[config.mk]
export PLATFORM = sky130hd
export DESIGN_NAME = dee_access
export DESIGN_NICKNAME = d
export VERILOG_FILES = /design/src/dee_pkg.sv /design/src/dee_access.sv /design/src/dee_cell_array.sv
export VERILOG_INCLUDE_DIRS = /design/src
export SDC_FILE = /design/constraint.sdc
export NUM_CORES = 2
export LEC_CHECK = 0
export BUFFER_PORTS_ARGS = -buffer_cell sky130_fd_sc_hd__buf_2
export CORE_ASPECT_RATIO = 0.75
export CORE_MARGIN = 1.5
export CORE_UTILIZATION = 53
export DETAILED_ROUTE_END_ITERATION = 8
export GPL_ROUTABILITY_DRIVEN = 0
export PLACE_DENSITY = 0.72
export SETUP_SLACK_MARGIN = 0.05
export SLEW_MARGIN = 30
export SYNTH_ARGS = -nofsm -noshare
export SYNTH_HDL_FRONTEND = slang
export SYNTH_SLANG_ARGS = --single-unit
[constraint.sdc]
create_clock -name REF_CLK -period 2.66 [get_ports REF_CLK]
set_clock_uncertainty 0.2 [all_clocks]
set_input_delay 0.133 -clock REF_CLK [delete_from_list [all_inputs] [get_ports REF_CLK]]
set_output_delay 0.133 -clock REF_CLK [all_outputs]
set_load 0.01 [all_outputs]
[src/dee_cfg.svh]
`ifndef DEE_CFG_SVH
`define DEE_CFG_SVH

// Byte addresses (printed offsets are multiples of four where given)
`define DEE_OFF_DATA      12'h098
`define DEE_OFF_ADDR      12'h094
`define DEE_OFF_CTRL      12'h09C
`define DEE_OFF_UNLOCK    12'h0A0
`define DEE_OFF_PFLAG     12'h0A4
`define DEE_OFF_IMASK     12'h0A8

// Control register fields
`define DEE_CTRL_RD       0
`define DEE_CTRL_WR       1
`define DEE_CTRL_WRITE_PERMIT     2
`define DEE_CTRL_WRITE_ABORT_FLAG    3
`define DEE_CTRL_W        4

// Peripheral flag fields
`define DEE_PF_DONE       7

// Unlock codes
`define DEE_KEY1          8'h55
`define DEE_KEY2          8'hAA

// Write cell time
`define DEE_WRITE_NS      4000
`define DEE_CLK_NS        100
`define DEE_WRITE_CYC     ((`DEE_WRITE_NS + `DEE_CLK_NS - 1) / `DEE_CLK_NS)
`define DEE_CNT_W         16

`endif

[src/dee_pkg.sv]
package dee_pkg;
   typedef enum logic [1:0] {DEE_UL_IDLE, DEE_UL_KEY1, DEE_UL_ARMED} dee_unlock_t;
   typedef enum logic {DEE_WR_IDLE, DEE_WR_BUSY} dee_wstate_t;
endpackage
[src/dee_access.sv]
`timescale 1ns/1ps
`default_nettype none
`include "dee_cfg.svh"
// Overview of operation
// - Control bits seven to four read zero
// - Read trigger reads, write trigger writes
// - Software only sets both trigger bits
// - Hardware clears triggers on completion
// - Writes need write permit, readable writable
// - Power-up reset clears write permit
// - Pin or watchdog reset aborts write, flags
// - Address and data survive aborting reset
// - Write done flag set, software clears
// - Unlock port stores nothing, reads zero
// - Unlock port only arms write sequence
// - Read data appears next cycle
// - Data register holds until read/write
// - 55h then AAh then write trigger
// - Write trigger needs permit; clear later harmless
// - Seven address bits select 128 bytes
module dee_access
   import dee_pkg::*;
(
   input  wire logic        REF_CLK,
   input  wire logic        RESETN,
   input  wire logic        POR_N,
   input  wire logic        EXT_RESET_PIN_N,
   input  wire logic        WDT_RESET_N,
   input  wire logic        HSEL,
   input  wire logic [11:0] HADDR,
   input  wire logic [1:0]  HTRANS,
   input  wire logic        HWRITE,
   input  wire logic [2:0]  HSIZE,
   input  wire logic [31:0] HWDATA,
   input  wire logic        HREADY,
   output logic      [31:0] HRDATA,
   output logic             HREADYOUT,
   output logic             HRESP,
   output logic             IRQ,
   output logic             WRITE_BUSY
);
   // Whole-device reset; POR/pin/watchdog distinguish the cause
   logic        rst_n;
   assign rst_n = RESETN & POR_N & EXT_RESET_PIN_N & WDT_RESET_N;

   logic        ph_valid;
   logic        ph_write;
   logic [11:0] ph_addr;
   logic        next_ph_valid;
   logic        next_ph_write;
   logic [11:0] next_ph_addr;

   logic [7:0]  data_reg;
   logic [6:0]  addr_reg;
   logic        addr_b7;
   logic        rd_bit;
   logic        wr_bit;
   logic        write_permit;
   logic        write_abort_flag;
   logic        done_flag;
   logic        done_mask;
   logic        wr_live;
   logic        abort_rst;
   dee_unlock_t ul;
   dee_wstate_t ws;
   logic [`DEE_CNT_W-1:0] cnt;

   logic [7:0]  next_data_reg;
   logic [6:0]  next_addr_reg;
   logic        next_addr_b7;
   logic        next_rd_bit;
   logic        next_wr_bit;
   logic        next_write_permit;
   logic        next_write_abort_flag;
   logic        next_done_flag;
   logic        next_done_mask;
   dee_unlock_t next_ul;
   dee_wstate_t next_ws;
   logic [`DEE_CNT_W-1:0] next_cnt;
   logic [31:0] next_hrdata;

   logic [7:0]  cell_rdata;
   logic        cell_we;
   logic        wr_acc;
   logic        rd_acc;
   logic        wr_done;

   dee_cell_array u_cells (
      .clk   (REF_CLK),
      .rst_n (POR_N),
      .wr_en (cell_we),
      .addr  (addr_reg),
      .wdata (data_reg),
      .rdata (cell_rdata)
   );

   // Address phase capture
   always_comb begin
      next_ph_valid = HSEL & HREADY & HTRANS[1];
      next_ph_write = HWRITE;
      next_ph_addr  = HADDR;
   end

   always_ff @(posedge REF_CLK or negedge RESETN) begin
      if (!RESETN) begin
         ph_valid <= 1'b0;
         ph_write <= 1'b0;
         ph_addr  <= 12'h000;
      end else begin
         ph_valid <= next_ph_valid;
         ph_write <= next_ph_write;
         ph_addr  <= next_ph_addr;
      end
   end

   assign wr_acc  = ph_valid & ph_write;
   assign rd_acc  = next_ph_valid & ~HWRITE;
   assign wr_done = (ws == DEE_WR_BUSY) && (cnt == `DEE_CNT_W'(`DEE_WRITE_CYC - 1));
   assign cell_we = wr_done;
   assign abort_rst = ~(EXT_RESET_PIN_N & WDT_RESET_N);

   always_comb begin
      next_data_reg  = data_reg;
      next_addr_reg  = addr_reg;
      next_addr_b7   = addr_b7;
      next_rd_bit    = 1'b0;
      next_wr_bit    = wr_bit;
      next_write_permit      = write_permit;
      next_write_abort_flag     = write_abort_flag;
      next_done_flag = done_flag;
      next_done_mask = done_mask;
      next_ul        = ul;
      next_ws        = ws;
      next_cnt       = cnt;
      if (rd_bit) begin
         next_data_reg = cell_rdata;
      end
      if (ws == DEE_WR_BUSY) begin
         next_cnt = cnt + `DEE_CNT_W'(1);
         if (wr_done) begin
            next_ws     = DEE_WR_IDLE;
            next_wr_bit = 1'b0;
            next_cnt    = '0;
         end
      end
      // Read clears done flag; a set in the same cycle wins
      if (rd_acc && HADDR == `DEE_OFF_PFLAG) begin
         next_done_flag = 1'b0;
      end
      if (wr_acc) begin
         if (ph_addr != `DEE_OFF_UNLOCK && ph_addr != `DEE_OFF_CTRL) begin
            next_ul = DEE_UL_IDLE;
         end
         unique case (ph_addr)
            `DEE_OFF_DATA: begin
               if (ws == DEE_WR_IDLE) next_data_reg = HWDATA[7:0];
            end
            `DEE_OFF_ADDR: begin
               if (ws == DEE_WR_IDLE) begin
                  next_addr_reg = HWDATA[6:0];
                  next_addr_b7  = HWDATA[7];
               end
            end
            `DEE_OFF_UNLOCK: begin
               // No storage, only sequence state
               if (HWDATA[7:0] == `DEE_KEY1) next_ul = DEE_UL_KEY1;
               else if (HWDATA[7:0] == `DEE_KEY2 && ul == DEE_UL_KEY1) next_ul = DEE_UL_ARMED;
               else next_ul = DEE_UL_IDLE;
            end
            `DEE_OFF_CTRL: begin
               next_write_permit  = HWDATA[`DEE_CTRL_WRITE_PERMIT];
               next_write_abort_flag = HWDATA[`DEE_CTRL_WRITE_ABORT_FLAG];
               next_ul    = DEE_UL_IDLE;
               if (HWDATA[`DEE_CTRL_RD] && ws == DEE_WR_IDLE) begin
                  next_rd_bit = 1'b1;
               end
               if (HWDATA[`DEE_CTRL_WR] && write_permit && ul == DEE_UL_ARMED
                   && ws == DEE_WR_IDLE) begin
                  next_wr_bit = 1'b1;
                  next_ws     = DEE_WR_BUSY;
                  next_cnt    = '0;
               end
            end
            `DEE_OFF_PFLAG: begin
               if (!HWDATA[`DEE_PF_DONE]) next_done_flag = 1'b0;
            end
            `DEE_OFF_IMASK: next_done_mask = HWDATA[`DEE_PF_DONE];
            default: ;
         endcase
      end
      if (wr_done) begin
         next_done_flag = 1'b1;
      end
   end

   // Survives pin and watchdog resets
   always_ff @(posedge REF_CLK or negedge POR_N) begin
      if (!POR_N) begin
         data_reg <= 8'h00;
         addr_reg <= 7'h00;
         addr_b7  <= 1'b0;
         write_abort_flag    <= 1'b0;
         wr_live  <= 1'b0;
      end else begin
         data_reg <= next_data_reg;
         addr_reg <= next_addr_reg;
         addr_b7  <= next_addr_b7;
         // Write state is already cleared by the reset; use the tracked copy
         if (!rst_n) begin
            if (wr_live && abort_rst) write_abort_flag <= 1'b1;
            wr_live <= 1'b0;
         end else begin
            write_abort_flag   <= next_write_abort_flag;
            wr_live <= next_ws == DEE_WR_BUSY;
         end
      end
   end

   // Control state below is reset by rst_n; the abort cause is sampled in the block above
   always_ff @(posedge REF_CLK or negedge rst_n) begin
      if (!rst_n) begin
         rd_bit    <= 1'b0;
         wr_bit    <= 1'b0;
         write_permit      <= 1'b0;
         done_flag <= 1'b0;
         done_mask <= 1'b0;
         ul        <= DEE_UL_IDLE;
         ws        <= DEE_WR_IDLE;
         cnt       <= '0;
      end else begin
         rd_bit    <= next_rd_bit;
         wr_bit    <= next_wr_bit;
         write_permit      <= next_write_permit;
         done_flag <= next_done_flag;
         done_mask <= next_done_mask;
         ul        <= next_ul;
         ws        <= next_ws;
         cnt       <= next_cnt;
      end
   end

   // Read data mux registered for the data phase
   always_comb begin
      next_hrdata = 32'h0000_0000;
      if (rd_acc) begin
         unique case (HADDR)
            `DEE_OFF_DATA:   next_hrdata[7:0] = next_data_reg;
            `DEE_OFF_ADDR:   next_hrdata[7:0] = {addr_b7, addr_reg};
            `DEE_OFF_CTRL:   next_hrdata[`DEE_CTRL_W-1:0] = {write_abort_flag, write_permit, wr_bit, rd_bit};
            `DEE_OFF_UNLOCK: next_hrdata = 32'h0000_0000;
            `DEE_OFF_PFLAG:  next_hrdata[`DEE_PF_DONE] = done_flag;
            `DEE_OFF_IMASK:  next_hrdata[`DEE_PF_DONE] = done_mask;
            default:         next_hrdata = 32'h0000_0000;
         endcase
      end
   end

   always_ff @(posedge REF_CLK or negedge RESETN) begin
      if (!RESETN) begin
         HRDATA     <= 32'h0000_0000;
         HREADYOUT  <= 1'b1;
         HRESP      <= 1'b0;
         IRQ        <= 1'b0;
         WRITE_BUSY <= 1'b0;
      end else begin
         HRDATA     <= next_hrdata;
         HREADYOUT  <= 1'b1;
         HRESP      <= 1'b0;
         IRQ        <= next_done_flag & next_done_mask;
         WRITE_BUSY <= next_ws == DEE_WR_BUSY;
      end
   end

   a_rd_self_clear: assert property (@(posedge REF_CLK) disable iff (!rst_n)
      rd_bit |=> !rd_bit) else $error("read trigger stuck");
   a_rd_next_data: assert property (@(posedge REF_CLK) disable iff (!rst_n)
      rd_bit |=> data_reg == $past(cell_rdata)) else $error("read data late");
   a_wr_needs_key: assert property (@(posedge REF_CLK) disable iff (!rst_n)
      $rose(wr_bit) |-> $past(ul) == DEE_UL_ARMED && $past(write_permit))
      else $error("write without unlock");
   a_wr_done_flag: assert property (@(posedge REF_CLK) disable iff (!rst_n)
      wr_done |=> !wr_bit && done_flag) else $error("write end wrong");
   a_wr_stays: assert property (@(posedge REF_CLK) disable iff (!rst_n)
      wr_bit && !wr_done |=> wr_bit) else $error("write dropped");
   a_wr_length: assert property (@(posedge REF_CLK) disable iff (!rst_n)
      $rose(wr_bit) |-> ##[1:100] wr_done) else $error("write too long");
   a_done_sticky: assert property (@(posedge REF_CLK) disable iff (!rst_n)
      done_flag && !wr_acc && !(rd_acc && HADDR == `DEE_OFF_PFLAG) |=> done_flag)
      else $error("done flag lost");
   a_irq_level: assert property (@(posedge REF_CLK) disable iff (!rst_n)
      ##1 IRQ == (done_flag & done_mask)) else $error("irq mismatch");
   a_addr_hold: assert property (@(posedge REF_CLK) disable iff (!rst_n)
      ws == DEE_WR_BUSY |=> $stable(addr_reg)) else $error("address moved");
   c_read: cover property (@(posedge REF_CLK) rd_bit);
   c_write: cover property (@(posedge REF_CLK) wr_done);
   c_abort: cover property (@(posedge REF_CLK) $rose(write_abort_flag));
endmodule
`default_nettype wire

[src/dee_cell_array.sv]
`timescale 1ns/1ps
`default_nettype none
module dee_cell_array (
   input  wire logic       clk,
   input  wire logic       rst_n,
   input  wire logic       wr_en,
   input  wire logic [6:0] addr,
   input  wire logic [7:0] wdata,
   output logic      [7:0] rdata
);
   logic [7:0] mem [0:127];
   logic [7:0] next_mem [0:127];

   always_comb begin
      for (int i = 0; i < 128; i++) begin
         next_mem[i] = mem[i];
      end
      if (wr_en) begin
         next_mem[addr] = wdata;
      end
   end

   always_ff @(posedge clk or negedge rst_n) begin
      if (!rst_n) begin
         for (int i = 0; i < 128; i++) begin
            mem[i] <= 8'hFF;
         end
      end else begin
         for (int i = 0; i < 128; i++) begin
            mem[i] <= next_mem[i];
         end
      end
   end

   assign rdata = mem[addr];
endmodule
`default_nettype wire

==> flow_summary.ini <==
[outcome]
status = complete, but fails checks
violations = setup timing

[timing]
hold_ws_ns = 0.07284
setup_ws_ns = -0.7349
fmax_mhz = 294.6
worstMarginPinSlew_ns = 0.8659
period_minus_slack_ns = 3.395
slew_viol_final = 0
slew_headroom = 0.4227
finalSetupViolations = 1014
rsz0062_at_grt = true
hold_viol = 0
min_period_over_period = 1.276

[yosys]
synth_compound_area_frac = 0.09057
syn_area_per_cell_um2 = 13.72
synthArstFlopShare = 1.000
synth.mux.area_fraction = 0.2692
ys_seq_elements = 1090
yosysWarnings = 0
yosys.area.top_type = dfstp_2
seq_area_frac_synth = 0.5420
synthAdderAreaFrac = 0.0002375
synth-main-ff-cell = dfstp_2
netlist_instances = 3840
netlist_area_mm2 = 0.05269
synth.distinct_cells = 95
yosys.area_share.simple = 0.06283
yosysTopAreaCellShare = 0.5106
synth_edf_count = 0
synth_top_family_by_area = multiplexers
synthTopCellsByArea = dfstp_2, mux2_2, dfrtp_1
synth_xor_area_frac = 0.001828

[die]
ios = 93
die-area_mm2 = 0.1013
core-area_mm2 = 0.09786
die_w_um = 367.1
start_util = 0.5384
rows = 99
die_y_um = 276.1

[place]
detailed_place.area_mm2 = 0.06004
portBuffers = 38
dp.cells = 5541
dp_hpwl_mm = 119.1
pre_cts_ws_ns = -0.9280

[clocking]
cts_buffers = 105
clkLatencyLatePin_ns = 0.73
cts.clk_slew.worst_paths_ns = 0.07
htreeDepth = 3
cts_root_buf = clkbuf_16
cts_num_sinks = 1090
cts_max_path_buffers = 3
cts_tree = done

[route]
drt_iter0_markers = 5481
firstDrtPassIters = 6
drc_errors = 0
vias = 39960
drt-total-wl_mm = 195.4
drt-vias-per-instance = 6.788
antenna_left = 0
wl_per_cell_um = 33.19

[setup_path]
cpMaxStageDelayCell = dfrtp_4
crit_fanout = 8
end_kind = flop
start_kind = flop
path_cells = buf_12 -> clkbuf_16 -> buf_4 -> mux2_1 -> a22oi_2 -> nor2_1 -> a221oi_2 -> buf_4 -> o311ai_1 -> nor4_2 -> a21oi_1 -> a22oi_1 -> nor2_1
arrival_ns = 3.82
critical_path.top_delay_family = compound AO/OA/AOI/OAI gates
required_ns = 3.09
slowest_delay_ns = 0.58
worstSetupPathType = reg -> reg
r2r_setup_slack_ns = -0.73
crit_buf_inv = 4

[global_route]
grt_max_degree = 135
antenna_found_initial = 4
grt-ovfl-total = 0
grt_usage = 0.3580
grt_pass1_wl_mm = 272.4
grt_pass1_vias = 39826

[final_layout]
area_growth_pct = 33.98
fin_nets = 4538
utilization = 0.7214
instances_no_fill = 5887
stdcell_area_mm2 = 0.07059
largest_reg_flops = 1024
regMostFlops = u_cells.mem
largestRegisters = u_cells.mem (1024), cnt (16), ph_addr (12)
drive_above_1_share = 0.7533

[flow_run]
drv_cap = 0

[power]
power_density_mw_per_mm2 = 512.3
ir_worst_vdd_uv = 691.0
power.leakage_nw = 28.10

[min_path]
min_path_type = in -> reg
[cell usage after synthesis (20+ instances only)]
master       n
a21oi_1    110
a221o_1     51
a221oi_1    85
a22o_1      37
a22oi_1     98
a31oi_1     20
buf_2       77
buf_4       57
buf_6       22
clkbuf_1   162
dfrtp_1     66
dfstp_2   1024
mux2_1      74
mux2_2    1041
mux2i_1     53
mux4_2      46
nand2_1    163
nand4_1     22
nor2_1      70
nor2_2      40
nor2_4      86
nor2b_1     20
o21ai_0     70
[power breakdown]
group          internal [mW]  total (mW)  switching, mW
registers               16.7        16.9          0.203
clock network           9.04        16.0           6.98
logic                   1.08        3.25           2.17
total                   26.8        36.2           9.36
[cells by family (layout without fill, tap and decap cells)]
| logic type | Yosys count | after routing |
|---|---|---|
| other | 2 | 28 |
| muxes | 1218 | 1218 |
| buffers and inverters | 340 | 1048 |
| AOI/OAI and AO/OA | 639 | 639 |
| xor gates and xnor gates | 11 | 11 |
| adders and majority gates | 1 | 1 |
| DFF | 1090 | 1090 |
| and+or+nand+nor | 539 | 539 |
[repair_timing]
item                        CTS  global route
gates resized for setup     555           813
hold endpoints to repair    522             0
setup endpoints to repair  1040          1054
setup buffers                52            42
pin swaps                    83           159
hold buffers                 49             0
gates cloned                  0             5
[worst register-to-register path: cells and delay by family, from the launching register on]
kind	cells	cell delay [ns]
AO/OA/AOI/OAI	5	1.00
buffers and inverters	4	0.70
flip-flops	1	0.58
AND/OR/NAND/NOR	3	0.46
multiplexers	1	0.35
[placed cells by master (no fill, tap or decap), types with 49 or more instances in the layout]
cell,synthesis,final
buf_4,57,401
a22oi_1,98,90
mux2i_1,53,49
nand2_1,163,151
a221oi_1,85,64
a21oi_1,110,103
buf_12,0,197
dfrtp_1,66,54
dlygate4sd3_1,0,49
nor2_1,70,64
a221o_1,51,51
clkbuf_16,0,112
nor2_4,86,128
mux2_4,4,958
o21ai_0,70,55
buf_6,22,135
mux2_2,1041,147
dfstp_2,1024,1024
[worst paths after layout]
kind	cells past startpoint	start	end
setup / recovery	13	addr_reg[1]	HRDATA[4]
hold / removal	3	HWDATA[6]	addr_reg[6]
setup reg to reg	13	addr_reg[1]	HRDATA[4]
hold reg to reg	2	wr_live	write_abort_flag
max in group asynchronous	7	RESETN	done_flag
min in group asynchronous	2	POR_N	u_cells.mem[451]
[metrics by stage]
step                power [mW]  TNS (ns)
floorplan                18.10         0
global placement         19.79   -162.44
detailed placement       19.81   -219.33
CTS                      35.70    -45.48
global route             36.87   -142.03
finish                   36.17   -126.73
[layout make-up]
cell class / instances / area, µm²
Antenna cell: 2 / 5.005
Clock buffer: 147 / 3018
Clock inverter: 52 / 600.6
Fill cell: 5687 / 27260
Inverter: 12 / 65.06
Multi-Input combinational cell: 2434 / 27190
Sequential cell: 1090 / 28600
Tap cell: 1313 / 1643
Timing Repair Buffer: 837 / 9469
[routing by layer]
layer  track usage  share of wire
met5             0        0.00024
met4        0.1494          0.053
met2        0.5158           0.43
met3        0.1193           0.13
met1        0.4950           0.39
(Power assumes the default switching activity.)
